**src/capacity_comp_params.svh**
```systemverilog
// offsets, field positions, constants and reset values for the compensation datapath
`ifndef CAPACITY_COMP_PARAMS_SVH
`define CAPACITY_COMP_PARAMS_SVH
`define ADDR_INITIAL_MAX_LOAD      7'h7D
`define ADDR_DISCHARGE_COMP        7'h7E
`define ADDR_TEMP_COMP             7'h7F
`define ADDR_PACK_CONFIGURATION    7'h7C
`define ADDR_INITIAL_CAPACITY      7'h76
`define ADDR_STATUS                7'h60
`define ADDR_LEARNED_MAX_LOAD      7'h62
`define ADDR_RATE_CAP_LO           7'h64
`define ADDR_RATE_CAP_HI           7'h65
`define ADDR_TEMP_CAP_LO           7'h66
`define ADDR_TEMP_CAP_HI           7'h67
`define ADDR_FULL_CAP_LO           7'h68
`define ADDR_FULL_CAP_HI           7'h69
`define ADDR_DISCH_COMP_LO         7'h6A
`define ADDR_DISCH_COMP_HI         7'h6B
`define ADDR_TEMP_COMP_LO          7'h6C
`define ADDR_TEMP_COMP_HI          7'h6D
`define PACK_CFG_TEMP_FIX_BIT      0
`define PACK_CFG_DISCH_FIX_BIT     1
`define FIXED_DISCHARGE_COMP       8'h42
`define FIXED_TEMP_COMP            8'h7C
`define KELVIN_ZERO_C              10'h111
`define DISCH_GAIN_SHIFT           8
`define TEMP_GAIN_SHIFT            2
`define RESET_CONFIG_BYTE          8'h00
`define UNMAPPED_READ              8'h00
`endif

```
**src/capacity_comp_pkg.sv**
```systemverilog
// types for the capacity compensation datapath
package capacity_comp_pkg;
    typedef enum logic [1:0] {
        ST_IDLE,
        ST_RATE,
        ST_TEMP
    } comp_state_t;
    typedef logic [15:0] cap_word_t;
endpackage

```
**src/capacity_rate_temp_compensation.sv**
```systemverilog
// discharge-rate and temperature compensation of nominal available charge
`include "capacity_comp_params.svh"

// Function
// - reset copies initial max load into learned
// - current above both learned and initial max load replaces learned max load
// - six-bit discharge gain, 0.39% per step
// - threshold code selects zero, C/2, C/4, C/8
// - discharge comp gain*(current-threshold)/256, nonnegative
// - rate capacity subtracts comp excess over reference
// - learning full capacity latches comp reference
// - pack bit1 forces discharge constants 0x42
// - four-bit temperature gain in upper nibble
// - offset nibble is kelvin minus 273
// - temp comp gain*capacity*(273+off-T)/4, nonnegative
// - temp capacity is rate capacity minus comp
// - pack bit0 forces temperature constants 0x7C
// - full capacity high byte initial, low zero
module capacity_rate_temp_compensation
    import capacity_comp_pkg::*;
(
    input  wire logic        clk,
    input  wire logic        rst_n,
    // register bus
    input  wire logic [6:0]  addr,
    input  wire logic [7:0]  wr_data,
    input  wire logic        wr_en,
    input  wire logic        rd_en,
    output logic      [7:0]  rd_data,
    // compute inputs
    input  wire logic [15:0] average_current,
    input  wire logic [9:0]  temperature_kelvin,
    input  wire logic [15:0] nominal_available_charge,
    input  wire logic        inputs_update,
    input  wire logic        learn_full_capacity,
    input  wire logic [15:0] learned_capacity_value,
    // results
    output logic      [15:0] rate_compensated_capacity,
    output logic      [15:0] temp_compensated_capacity,
    output logic      [15:0] learned_full_capacity,
    output logic      [15:0] learned_max_load,
    output logic             cold_disqualify,
    output logic             comp_busy
);

    logic [7:0]  initial_max_load_reg;
    logic [7:0]  discharge_comp_constants_reg;
    logic [7:0]  temp_comp_constants_reg;
    logic [7:0]  pack_configuration_reg;
    logic [7:0]  initial_capacity_byte_reg;
    logic [15:0] discharge_compensation_reg;
    logic [15:0] temperature_compensation_reg;
    logic [15:0] learned_comp_reference_reg;
    logic [15:0] avg_current_reg;
    logic [9:0]  temperature_reg;
    logic [15:0] charge_reg;
    logic        startup_reg;
    comp_state_t state_reg;

    logic [7:0]  disch_constants;
    logic [7:0]  temp_constants;
    logic [5:0]  discharge_gain;
    logic [1:0]  discharge_threshold;
    logic [3:0]  temperature_gain;
    logic [3:0]  temperature_offset;
    logic [15:0] threshold_value;
    logic [15:0] discharge_compensation_next;
    logic [15:0] temperature_compensation_next;
    logic [15:0] rate_capacity_next;
    logic [15:0] temp_capacity_next;
    logic [9:0]  temp_limit;

    // saturating subtract, floor at zero
    function automatic logic [15:0] sat_sub(input logic [15:0] a, input logic [15:0] b);
        sat_sub = (a > b) ? a - b : 16'h0000;
    endfunction

    // clamp a wide product to sixteen bits
    function automatic logic [15:0] sat16(input logic [31:0] v);
        sat16 = (v[31:16] != 16'h0000) ? 16'hFFFF : v[15:0];
    endfunction

    // fixed constants substitute stored bytes
    assign disch_constants = pack_configuration_reg[`PACK_CFG_DISCH_FIX_BIT]
                             ? `FIXED_DISCHARGE_COMP : discharge_comp_constants_reg;
    assign temp_constants  = pack_configuration_reg[`PACK_CFG_TEMP_FIX_BIT]
                             ? `FIXED_TEMP_COMP : temp_comp_constants_reg;
    assign discharge_gain      = disch_constants[7:2];
    assign discharge_threshold = disch_constants[1:0];
    assign temperature_gain    = temp_constants[7:4];
    assign temperature_offset  = temp_constants[3:0];
    assign temp_limit = `KELVIN_ZERO_C + {6'h00, temperature_offset};

    // threshold is initial capacity times 256, halved once, twice or three times by the code, or zero
    always_comb
    begin
        case (discharge_threshold)
            2'h0:    threshold_value = 16'h0000;
            2'h1:    threshold_value = {1'b0, initial_capacity_byte_reg, 7'h00};
            2'h2:    threshold_value = {2'h0, initial_capacity_byte_reg, 6'h00};
            default: threshold_value = {3'h0, initial_capacity_byte_reg, 5'h00};
        endcase
    end

    always_comb
    begin
        logic [15:0] excess;
        logic [31:0] prod;
        excess = sat_sub(avg_current_reg, threshold_value);
        prod = ({16'h0000, excess} * {26'h0, discharge_gain}) >> `DISCH_GAIN_SHIFT;
        discharge_compensation_next = sat16(prod);
    end

    always_comb
    begin
        logic [9:0]  delta;
        logic [31:0] prod;
        delta = (temp_limit > temperature_reg) ? temp_limit - temperature_reg : 10'h000;
        // three small fields, product stays well inside 32 bits
        prod = ({28'h0, temperature_gain} * {24'h0, initial_capacity_byte_reg} * {22'h0, delta})
               >> `TEMP_GAIN_SHIFT;
        temperature_compensation_next = sat16(prod);
    end

    assign rate_capacity_next = (discharge_compensation_reg > learned_comp_reference_reg)
        ? sat_sub(charge_reg, discharge_compensation_reg - learned_comp_reference_reg)
        : charge_reg;
    assign temp_capacity_next = sat_sub(rate_compensated_capacity, temperature_compensation_reg);

    // configuration registers written by software
    always_ff @(posedge clk)
    begin
        if (!rst_n)
        begin
            initial_max_load_reg         <= `RESET_CONFIG_BYTE;
            discharge_comp_constants_reg <= `RESET_CONFIG_BYTE;
            temp_comp_constants_reg      <= `RESET_CONFIG_BYTE;
            pack_configuration_reg       <= `RESET_CONFIG_BYTE;
            initial_capacity_byte_reg    <= `RESET_CONFIG_BYTE;
        end
        else if (wr_en)
        begin
            case (addr)
                `ADDR_INITIAL_MAX_LOAD:   initial_max_load_reg         <= wr_data;
                `ADDR_DISCHARGE_COMP:     discharge_comp_constants_reg <= wr_data;
                `ADDR_TEMP_COMP:          temp_comp_constants_reg      <= wr_data;
                `ADDR_PACK_CONFIGURATION: pack_configuration_reg       <= wr_data;
                `ADDR_INITIAL_CAPACITY:   initial_capacity_byte_reg    <= wr_data;
                default:                  ;
            endcase
        end
    end

    // input capture and compute sequence
    // one pass: capture, compensations, rate capacity
    always_ff @(posedge clk)
    begin
        if (!rst_n)
        begin
            state_reg       <= ST_IDLE;
            avg_current_reg <= 16'h0000;
            temperature_reg <= 10'h000;
            charge_reg      <= 16'h0000;
            comp_busy       <= 1'b0;
        end
        else
        begin
            case (state_reg)
                ST_IDLE:
                begin
                    if (inputs_update)
                    begin
                        avg_current_reg <= average_current;
                        temperature_reg <= temperature_kelvin;
                        charge_reg      <= nominal_available_charge;
                        state_reg       <= ST_RATE;
                        comp_busy       <= 1'b1;
                    end
                end
                ST_RATE:
                begin
                    state_reg <= ST_TEMP;
                end
                ST_TEMP:
                begin
                    state_reg <= ST_IDLE;
                    comp_busy <= 1'b0;
                end
                default:
                begin
                    state_reg <= ST_IDLE;
                end
            endcase
        end
    end

    // compensation results
    // temp capacity tracks rate capacity while idle, so a
    // changed temp compensation shows the cycle after comp_busy drops
    always_ff @(posedge clk)
    begin
        if (!rst_n)
        begin
            discharge_compensation_reg   <= 16'h0000;
            temperature_compensation_reg <= 16'h0000;
            rate_compensated_capacity    <= 16'h0000;
            temp_compensated_capacity    <= 16'h0000;
            cold_disqualify              <= 1'b0;
        end
        else if (state_reg == ST_RATE)
        begin
            discharge_compensation_reg   <= discharge_compensation_next;
            temperature_compensation_reg <= temperature_compensation_next;
            cold_disqualify              <= temperature_reg < temp_limit;
        end
        else if (state_reg == ST_TEMP)
        begin
            rate_compensated_capacity <= rate_capacity_next;
        end
        else if (state_reg == ST_IDLE && comp_busy == 1'b0)
        begin
            temp_compensated_capacity <= temp_capacity_next;
        end
    end

    // learned full capacity and its compensation reference
    // startup cycle reloads from config bytes; a learn pulse
    // in that cycle is dropped so the reload always lands
    always_ff @(posedge clk)
    begin
        if (!rst_n)
        begin
            startup_reg                <= 1'b1;
            learned_full_capacity      <= 16'h0000;
            learned_comp_reference_reg <= 16'h0000;
        end
        else if (startup_reg)
        begin
            startup_reg           <= 1'b0;
            learned_full_capacity <= {initial_capacity_byte_reg, 8'h00};
        end
        else if (learn_full_capacity)
        begin
            learned_full_capacity      <= learned_capacity_value;
            learned_comp_reference_reg <= discharge_compensation_reg;
        end
    end

    // learned maximum load
    // only currents above the configured load may replace it
    always_ff @(posedge clk)
    begin
        if (!rst_n)
        begin
            learned_max_load <= 16'h0000;
        end
        else if (startup_reg)
        begin
            learned_max_load <= {8'h00, initial_max_load_reg};
        end
        else if (state_reg == ST_RATE && avg_current_reg > {8'h00, initial_max_load_reg}
                 && avg_current_reg > learned_max_load)
        begin
            learned_max_load <= avg_current_reg;
        end
    end

    // register read port, data one cycle after strobe
    // 16-bit values have no snapshot: read high, low, high
    always_ff @(posedge clk)
    begin
        if (!rst_n)
        begin
            rd_data <= `UNMAPPED_READ;
        end
        else if (rd_en)
        begin
            case (addr)
                `ADDR_INITIAL_MAX_LOAD:   rd_data <= initial_max_load_reg;
                `ADDR_DISCHARGE_COMP:     rd_data <= discharge_comp_constants_reg;
                `ADDR_TEMP_COMP:          rd_data <= temp_comp_constants_reg;
                `ADDR_PACK_CONFIGURATION: rd_data <= pack_configuration_reg;
                `ADDR_INITIAL_CAPACITY:   rd_data <= initial_capacity_byte_reg;
                `ADDR_STATUS:             rd_data <= {6'h00, cold_disqualify, comp_busy};
                `ADDR_LEARNED_MAX_LOAD:   rd_data <= learned_max_load[7:0];
                `ADDR_RATE_CAP_LO:        rd_data <= rate_compensated_capacity[7:0];
                `ADDR_RATE_CAP_HI:        rd_data <= rate_compensated_capacity[15:8];
                `ADDR_TEMP_CAP_LO:        rd_data <= temp_compensated_capacity[7:0];
                `ADDR_TEMP_CAP_HI:        rd_data <= temp_compensated_capacity[15:8];
                `ADDR_FULL_CAP_LO:        rd_data <= learned_full_capacity[7:0];
                `ADDR_FULL_CAP_HI:        rd_data <= learned_full_capacity[15:8];
                `ADDR_DISCH_COMP_LO:      rd_data <= discharge_compensation_reg[7:0];
                `ADDR_DISCH_COMP_HI:      rd_data <= discharge_compensation_reg[15:8];
                `ADDR_TEMP_COMP_LO:       rd_data <= temperature_compensation_reg[7:0];
                `ADDR_TEMP_COMP_HI:       rd_data <= temperature_compensation_reg[15:8];
                default:                  rd_data <= `UNMAPPED_READ;
            endcase
        end
    end

endmodule

```
**config.mk**
```make
export PLATFORM = sky130hd
export DESIGN_NAME = capacity_rate_temp_compensation
export DESIGN_NICKNAME = d
export VERILOG_FILES = /design/src/capacity_comp_pkg.sv /design/src/capacity_rate_temp_compensation.sv
export VERILOG_INCLUDE_DIRS = /design/src
export SDC_FILE = /design/constraint.sdc
export NUM_CORES = 1
export LEC_CHECK = 0
export BUFFER_PORTS_ARGS = -buffer_cell sky130_fd_sc_hd__buf_2
export CAP_MARGIN = 20
export CORE_AREA = 8 8 188 190
export DETAILED_ROUTE_END_ITERATION = 12
export DIE_AREA = 0 0 196 198
export PLACE_DENSITY = 0.89
export SLEW_MARGIN = 20
export SYNTH_ARGS = -nofsm -noshare
export SYNTH_HDL_FRONTEND = slang
export SYNTH_SLANG_ARGS = --single-unit
```
**constraint.sdc**
```tcl
create_clock -name clk -period 11.72 [get_ports clk]
set_input_delay 3.516 -clock clk [delete_from_list [all_inputs] [get_ports clk]]
set_output_delay 3.516 -clock clk [all_outputs]
set_load 0.01 [all_outputs]
```
# Word-level counts from Yosys, hierarchy flattened

Cells that the tools add are included.

Register bits after elaboration: 203
Latch bits: 0
Bits in writable memories: 0
Bits in read-only memories: 0
Bits of input ports: 79
Output and inout bits: 74
Word-level logic and storage cells: 105
Memories: 0

Add/sub/neg operators: 6
Multiply operators: 3
Divide/modulo/power cells: 0
Magnitude comparators: 8
Eq/ne operators: 22
Shift operators: 0
Muxes and demuxes: 19
Bitwise gates (word level): 5
Reduce and logical (&&, ||, !) cells: 20

Operator list:

| cell                   | number |
|---|---|
| $pmux W8 S17           | 1 |
| $eq A7 B7 Y1 const B   | 17 |
| $mux W16               | 7 |
| $gt A16 B16 Y1         | 3 |
| $pmux W15 S3           | 1 |
| $mux W8                | 4 |
| $sub A16 B16 Y16       | 2 |
| $mul A12 B10 Y22       | 1 |
| $mul A16 B6 Y22        | 1 |
| $reduce_and A2 Y1      | 9 |
| $gt A16 B15 Y1         | 1 |
| $gt A16 B8 Y1          | 1 |
| $reduce_bool A16 Y1    | 1 |
| $sub A16 B15 Y16       | 1 |
| $sub A14 B14 Y15       | 1 |
| $gt A14 B14 Y1         | 1 |
| $mul A4 B8 Y12         | 1 |
| $add A9 B4 Y10 const A | 1 |
| $gt A10 B10 Y1         | 1 |
| $lt A10 B10 Y1         | 1 |
| $mux W10               | 1 |
| $sub A10 B10 Y10       | 1 |
| $reduce_bool A2 Y1     | 3 |
| $not A1 Y1             | 5 |
| 11 further kinds       | 17 |

# Depth between registers and ports, before layout

Gate-level depths: netlist of run 1.

Depth in word-level cells: 7
Gate-level depth with buffers: 37
Gate-level depth less buffers: 34

# Worst setup path before layout of run 1

No wires, ideal clock.

Path type: reg-to-reg
From: register pack_configuration_reg[0]
To: register temperature_compensation_reg[5]
Setup time: 0.119 ns
Arrival time: 8.600 ns
Required time: 11.601 ns
Path slack: 3.001 ns
Stages on the path, launching flop included: 36
Buffers on the path: 3
Clock period less this slack: 8.719 ns
Cells stage by stage: dfxtp_1 clkbuf_1 o21ai_0 fa_1 fa_1 inv_1 fa_1 a21oi_1 nor2_1 nor2_1 o21bai_1 a21oi_1 o21bai_1 a21oi_1 xor2_1 nand2b_1 fa_1 inv_1 fa_1 fa_1 fa_1 inv_1 fa_1 inv_1 ha_1 a21oi_1 nor2_1 a211oi_1 o21ai_1 a2111o_1 o221ai_1 xnor2_1 or4_1 buf_2 buf_6 o221a_1

Cells in the longest elaborated chain, start to end: 7
Elaborated cells between the ends (all ways): 9
Those cells by class: add/sub (2); mul (2); order compare (1); mux (3); reduce/logical (1)

Ends and longest elaborated chain:

| what                                                      | line                                   | RTL |
|---|---|---|
| start, declared                                           | capacity_rate_temp_compensation.sv:49  | `logic [7:0] pack_configuration_reg;` |
| start signal, assigned                                    | capacity_rate_temp_compensation.sv:138 | `` pack_configuration_reg <= `RESET_CONFIG_BYTE; `` |
| start signal, assigned                                    | capacity_rate_temp_compensation.sv:147 | `` `ADDR_PACK_CONFIGURATION: pack_configuration_reg <= wr_data; `` |
| $mux W8 (*)                                               | capacity_rate_temp_compensation.sv:86  | `` assign temp_constants = pack_configuration_reg[`PACK_CFG_TEMP_FIX_BIT] `` |
| $add A9 B4 Y10 (no line)                                  | -                                      |  |
| $sub A10 B10 Y10 / $gt A10 B10 Y1 (equally long branches) | capacity_rate_temp_compensation.sv:118 | `delta = (temp_limit > temperature_reg) ? temp_limit - temperature_reg : 10'h000;` |
| $mux W10                                                  | capacity_rate_temp_compensation.sv:118 |  |
| $mul A12 B10 Y22 (*)                                      | capacity_rate_temp_compensation.sv:120 | `prod = ({28'h0, temperature_gain} * {24'h0, initial_capacity_byte_reg} * {22'h0, delta})` |
| $reduce_bool A16 Y1                                       | capacity_rate_temp_compensation.sv:80  | `sat16 = (v[31:16] != 16'h0000) ? 16'hFFFF : v[15:0];` |
| $mux W16 (*)                                              | capacity_rate_temp_compensation.sv:80  |  |
| end signal, assigned                                      | capacity_rate_temp_compensation.sv:213 | `temperature_compensation_reg <= temperature_compensation_next;` |
| end, declared                                             | capacity_rate_temp_compensation.sv:52  | `logic [15:0] temperature_compensation_reg;` |

Every way passes the cells marked *; elsewhere a longest branch is shown, timed or not.
A chain may end at the register's enable or synchronous reset.

# Final worst setup path of run 1

From: register pack_configuration_reg[0]
To: register temperature_compensation_reg[11]

The elaborated chain is that of the path after synthesis.

==> results.cfg, run 1 <==
[status]
status = complete, no violations

[power]
vdd_drop_max_mv = 0.115
leakagePower_nw = 9.44
sw_frac_of_total_pct = 32.9
power.switching_uw = 660
power_frac_comb_pct = 25.2
seqPwrFrac_pct = 38.8
power.internal_mw = 1.35
cellPowerDensity_nw_per_um2 = 95.7
p_clk_share_pct = 35.9
total_power_mw = 2.01

[sta]
finalCritPeriodShare_pct = 84.6
max_freq_ghz = 0.101
holdWs_ns = 0.453
fin_worst_skew_ns = 0.0274
hold_violations = 0
worst_pin_slew_ns = 1.03
finalCriticalPeriod_ns = 9.91
setup_viol = 0
rsz0062_at_grt = false
tns_ns = 0
slew_headroom_pct = 31.1
drv_slew = 0
worst_slack_ns = 1.81

[hold_path]
min_path_cells = 2
hp-start = temperature_reg[4]
hold_class = flop to flop
whs_endpoint = temperature_reg[4]

[layout]
areaGrowthSynthToFinish_pct = 9.24
drive_above_1_share_pct = 8.91
fillers = 2679
fin_nets = 2873
final_core_utilization_pct = 65.1

[synth]
ys_types = 74
netlist_instances = 2366
yosysTopAreaCell = dfxtp_1
async_flop_share_pct = 0
synth.most_common_cell = nand2_1
synth.area.top_cells = dfxtp_1 (21%), fa_1 (16%), ha_1 (12%)
syn-num-nets = 2785
ys_seq_area_share_pct = 21.2
synth_seq_cells = 203
yosysTopAreaCellShare_pct = 21.2
ys_top_cells_by_count = nand2_1 (318), inv_1 (235), nor2_1 (220)
syn_area_um2 = 19200
synth.avg_cell_area_um2 = 8.11
synth_top_flop_cell = dfxtp_1
synth_warnings = 0
synth_edf_count = 0

[critical_path]
end_kind = flop
crit_path_frequent_cell = fa_1
r2r-start = pack_configuration_reg[0]
cp.required_ns = 12.12
crit_slowest_cell = or4_1
rr_endpoint = temperature_compensation_reg[11]
path_max_fanout = 16
critPathKind = flop to flop
worst-endpoint-arrival_ns = 10.31
r2r_cells = 33
regToRegSetupSlack_ns = 1.81
start_kind = flop
cpPeakStageDelay_ns = 0.67

[detailed_routing]
dr_wl_met3_mm = 4.58
drt-total-wl_mm = 60.6
dr.pass1.iters = 8
vias_per_cell = 6.21
highest_layer = met5
drt_iter0_markers = 1834
antenna_left = 0
wl_met2_mm = 29.0
drc_errors = 0
vias = 17900
drt-wirelength-per-cell_um = 21.0
wl_met1_mm = 23.1

[placed_design]
post-place-ws_ns = 1.91
port-buffer-count = 152
hpwl_mm = 47.8
gp_congestion = 1.02

[clock_tree]
clk_latency_ns = 0.52
cts_buffers = 22
post_cts_buffers = 0
root_buffer = clkbuf_16
cts_resized = 0
clk_pin_slew_ns = 0.06
cts_tree = done
clock_sinks = 203
cts_hold_buf = 0
htree_levels = 1
clock_path_buffers = 3

[floorplan]
core_area_um2 = 32200
start_util_pct = 59.6
ioPinCount = 153
std_cell_rows = 66
die_w_um = 196
die_y_um = 198
die_area_um2 = 38800

[grt]
grt_pass1_vias = 17900
track_usage_pct = 30.8
grt_pass1_wl_mm = 96.4
grt_antenna_before_repair = 8
overflow = 0
grt_max_degree = 77

[run]
drv_cap = 0
power by group through the flow:
stage          Combinational [mW]  Clock, mW  Sequential, mW
2_1_floorplan               0.359          0           0.769
3_3_place_gp                0.481          0           0.790
3_5_place_dp                0.488          0           0.791
4_1_cts                     0.495      0.723           0.776
5_1_grt                     0.553      0.751           0.781
6_report                    0.506      0.721           0.779
worst max-delay path: cells and delay by family, from the launching register on:
kind	cells	cell delay, ns
and+or+nand+nor	7	1.79
xor gates and xnor gates	2	0.72
adders and majority gates	9	4.23
AOI/OAI and AO/OA	11	2.33
DFF	1	0.44
buffers and inverters	4	0.26
worst max path at each step:
stage,startpoint,to
after global routing,pack_configuration_reg[0],temperature_compensation_reg[9]
after CTS,pack_configuration_reg[0],temperature_compensation_reg[11]
after detailed placement,pack_configuration_reg[0],temperature_compensation_reg[11]
final,pack_configuration_reg[0],temperature_compensation_reg[11]
after floorplan,pack_configuration_reg[0],temperature_compensation_reg[5]
after global placement,pack_configuration_reg[0],temperature_compensation_reg[15]
stage by stage:
step	instance area, µm²	instances
CTS	20900	2876
global placement	20200	2837
floorplan	19200	2366
detailed placement	20200	2837
finish	21000	2883
global route	21000	2883
cell usage in the layout (no fill, tap or decap), types with 8 or more instances in the layout:
master	synthesis	final
clkbuf_8	0	8
or3_1	13	13
o21a_1	21	21
o21ai_1	22	22
xnor2_1	59	59
buf_4	0	13
nand4_1	25	25
inv_1	235	235
a221oi_1	12	12
nand3_1	64	64
a22o_1	10	10
and2_1	23	22
nand3b_1	13	13
a222oi_1	8	8
fa_1	151	151
dfxtp_1	203	203
o21bai_1	11	11
a211oi_1	20	20
nand2_1	318	318
nor3_1	37	35
a22oi_1	53	53
a21oi_1	202	201
o21ai_0	43	43
ha_1	189	189
buf_2	3	152
a31oi_1	12	12
a21o_1	32	32
nor2b_1	50	50
xor2_1	30	30
mux2i_1	48	48
nand2b_1	36	36
nor2_1	220	220
o221a_1	16	16
clkbuf_16	0	23
layer usage:
metal / track usage (%) / up-vias
li1: - / 8267
met1: 37.2 / 8561
met2: 53.0 / 855
met3: 3.99 / 214
met4: 16.8 / 4
met5: 0 / -
logic make-up after synthesis:
logic type,after synthesis,share of synthesized area (%)
mux,48,2.50
simple gates,830,19.6
fa+ha+maj,340,28.1
xor+xnor,89,4.06
buf+inv,337,6.65
flops,203,21.2
compound gates,519,17.9
area by class of cell:
class	instances	area [µm²]	area share, %
tap	408	510	2.43
inverter	236	888	4.24
sequential	203	4060	19.4
clock inverter	5	50.0	0.239
timing repair buffer	165	858	4.09
antenna	6	15.0	0.0716
clock buffer	34	697	3.32
multi-input combinational	1826	13900	66.2
(Power assumes the default switching activity.)
==> run 2, diff against run 1 <==
CORE_AREA = 8 8 195 197   (was 8 8 188 190)
DIE_AREA = 0 0 203 205   (was 0 0 196 198)
PLACE_DENSITY = 0.87   (was 0.89)
clock period = 8.7 ns   (was 11.72 ns; I/O delays follow)
==> results.cfg, run 2 (synthesis results as in run 1) <==
[placed_design]
port-buffer-count = 152
placed_area_um2 = 20500
hpwl_mm = 49.3
gp_congestion = 1.02

[sta]
hold_violations = 0
setup_viol = 0
finalCriticalPeriod_ns = 8.44
finalCritPeriodShare_pct = 97.0
worst_pin_slew_ns = 1.09
drv_slew = 0
slew_headroom_pct = 27.2
fin_worst_skew_ns = 0.0105
max_freq_ghz = 0.118

[critical_path]
cpPeakStageDelay_ns = 0.57
critPathKind = flop to flop
crit_slowest_cell = or4_4
worst-endpoint-arrival_ns = 8.84
regToRegSetupSlack_ns = 0.26
end_kind = flop
path_max_fanout = 8
start_kind = flop
crit_path_frequent_cell = fa_1
cp.required_ns = 9.10

[layout]
post-route-cell-area_um2 = 21600
final_common_cell = nand2_1
fin_nets = 2911
drive_above_1_share_pct = 11.7
areaGrowthSynthToFinish_pct = 12.6
final_core_utilization_pct = 61.8
fillers = 3021
layout_common_cells = nand2_1 (313), inv_1 (234), nor2_1 (220)

[detailed_routing]
drt-total-wl_mm = 62.4
wl_met2_mm = 29.2
vias = 18400
antenna_left = 0
wl_met1_mm = 24.4
dr_wl_met3_mm = 5.48
vias_per_cell = 6.16
highest_layer = met5
drt-wirelength-per-cell_um = 20.9
dr.pass1.iters = 6
drc_errors = 0
drt_iter0_markers = 1931

[clock_tree]
clk_latency_ns = 0.52
root_buffer = clkbuf_16
cts_buffers = 24
cts_hold_buf = 0
htree_levels = 1
clock_sinks = 203
clk_pin_slew_ns = 0.06
clock_path_buffers = 3
cts_tree = done

[power]
power_frac_comb_pct = 24.1
cellPowerDensity_nw_per_um2 = 133
leakagePower_nw = 9.73
power.switching_uw = 923
vdd_drop_max_mv = 0.164
p_clk_share_pct = 39.3
power.internal_mw = 1.95
sw_frac_of_total_pct = 32.1
seqPwrFrac_pct = 36.6
total_power_mw = 2.87

[floorplan]
die_w_um = 203
die_area_um2 = 41600
ioPinCount = 153
std_cell_rows = 69
die_y_um = 205
core_area_um2 = 35000
start_util_pct = 54.9

[hold_path]
hold_class = flop to flop

[grt]
track_usage_pct = 29.0
grt_pass1_vias = 18100
grt_antenna_before_repair = 7
grt_pass1_wl_mm = 97.5
grt_max_degree = 82
overflow = 0

[status]
status = complete, no violations

[run]
drv_cap = 0
==> run 2: cell count changes in the layout (fill, tap and decap cells not counted), moves of 3 or more <==
cell       previous run  this run
xnor2_2               0         5
bufinv_16             1         5
a21oi_2               0         8
nand2_1             318       313
clkbuf_8              8         4
a21oi_1             201       193
ha_1                189       186
nand2_2               0         5
buf_4                13        48
xnor2_1              59        54
==> run 2: critical path: cells and delay by family, from the launching register on <==
| family | cells | cell delay (ns) |
|---|---|---|
| flops | 1 | 0.37 |
| simple gates | 5 | 1.11 |
| compound gates | 14 | 2.46 |
| fa+ha+maj | 9 | 3.98 |
| xor+xnor | 1 | 0.12 |
| buf+inv | 3 | 0.29 |
==> run 2: timing repair <==
item	in CTS	in global routing
gates cloned	0	1
setup buffers	0	3
pin swaps	0	9
setup endpoints to repair	16	16
gates resized for setup	1	33
==> run 2: path summary, 6_finish.rpt <==
path | endpoint | cells after the start | start
worst max-delay path | temperature_compensation_reg[5] | 32 | temp_comp_constants_reg[7]
worst min-delay path | learned_comp_reference_reg[10] | 2 | learned_comp_reference_reg[10]
worst max register to register | temperature_compensation_reg[5] | 32 | temp_comp_constants_reg[7]
worst min register to register | learned_comp_reference_reg[10] | 2 | learned_comp_reference_reg[10]
==> run 2: cell type report <==
class | count | area [µm²] | share of cell area [%]
clock buffers | 31 | 688 | 3.18
flip-flops and latches | 203 | 4070 | 18.8
inverters | 236 | 888 | 4.11
clock inverters | 12 | 206 | 0.955
well taps | 461 | 577 | 2.67
multi-input cells | 1827 | 14000 | 65.0
diodes | 8 | 20.0 | 0.0926
repair buffers | 200 | 1120 | 5.19
==> run 2: through the flow <==
step	cells	hold slack [ns]	setup TNS, ns	worst slack [ns]
after floorplan	2366	0.436	0	0.00626
after global placement	2923	0.442	0	0.138
after detailed placement	2923	0.448	-0.778	-0.0634
after CTS	2966	0.456	0	0.0731
after global routing	2975	0.471	-0.440	-0.0436
final	2978	0.458	0	0.261
==> run 2: power groups by stage <==
| stage | Clock [mW] | Combinational (mW) | Sequential, mW |
|---|---|---|---|
| 6_report | 1.13 | 0.692 | 1.05 |
| 5_1_grt | 1.18 | 0.753 | 1.05 |
| 4_1_cts | 1.14 | 0.673 | 1.05 |
| 3_5_place_dp | 0 | 0.667 | 1.07 |
| 3_3_place_gp | 0 | 0.652 | 1.07 |
| 2_1_floorplan | 0 | 0.483 | 1.04 |
==> run 2: layer usage <==
layer	track usage (%)	up-vias
li1	-	8333
met1	37.0	8840
met2	48.4	986
met3	3.78	189
met4	13.8	2
met5	0	-
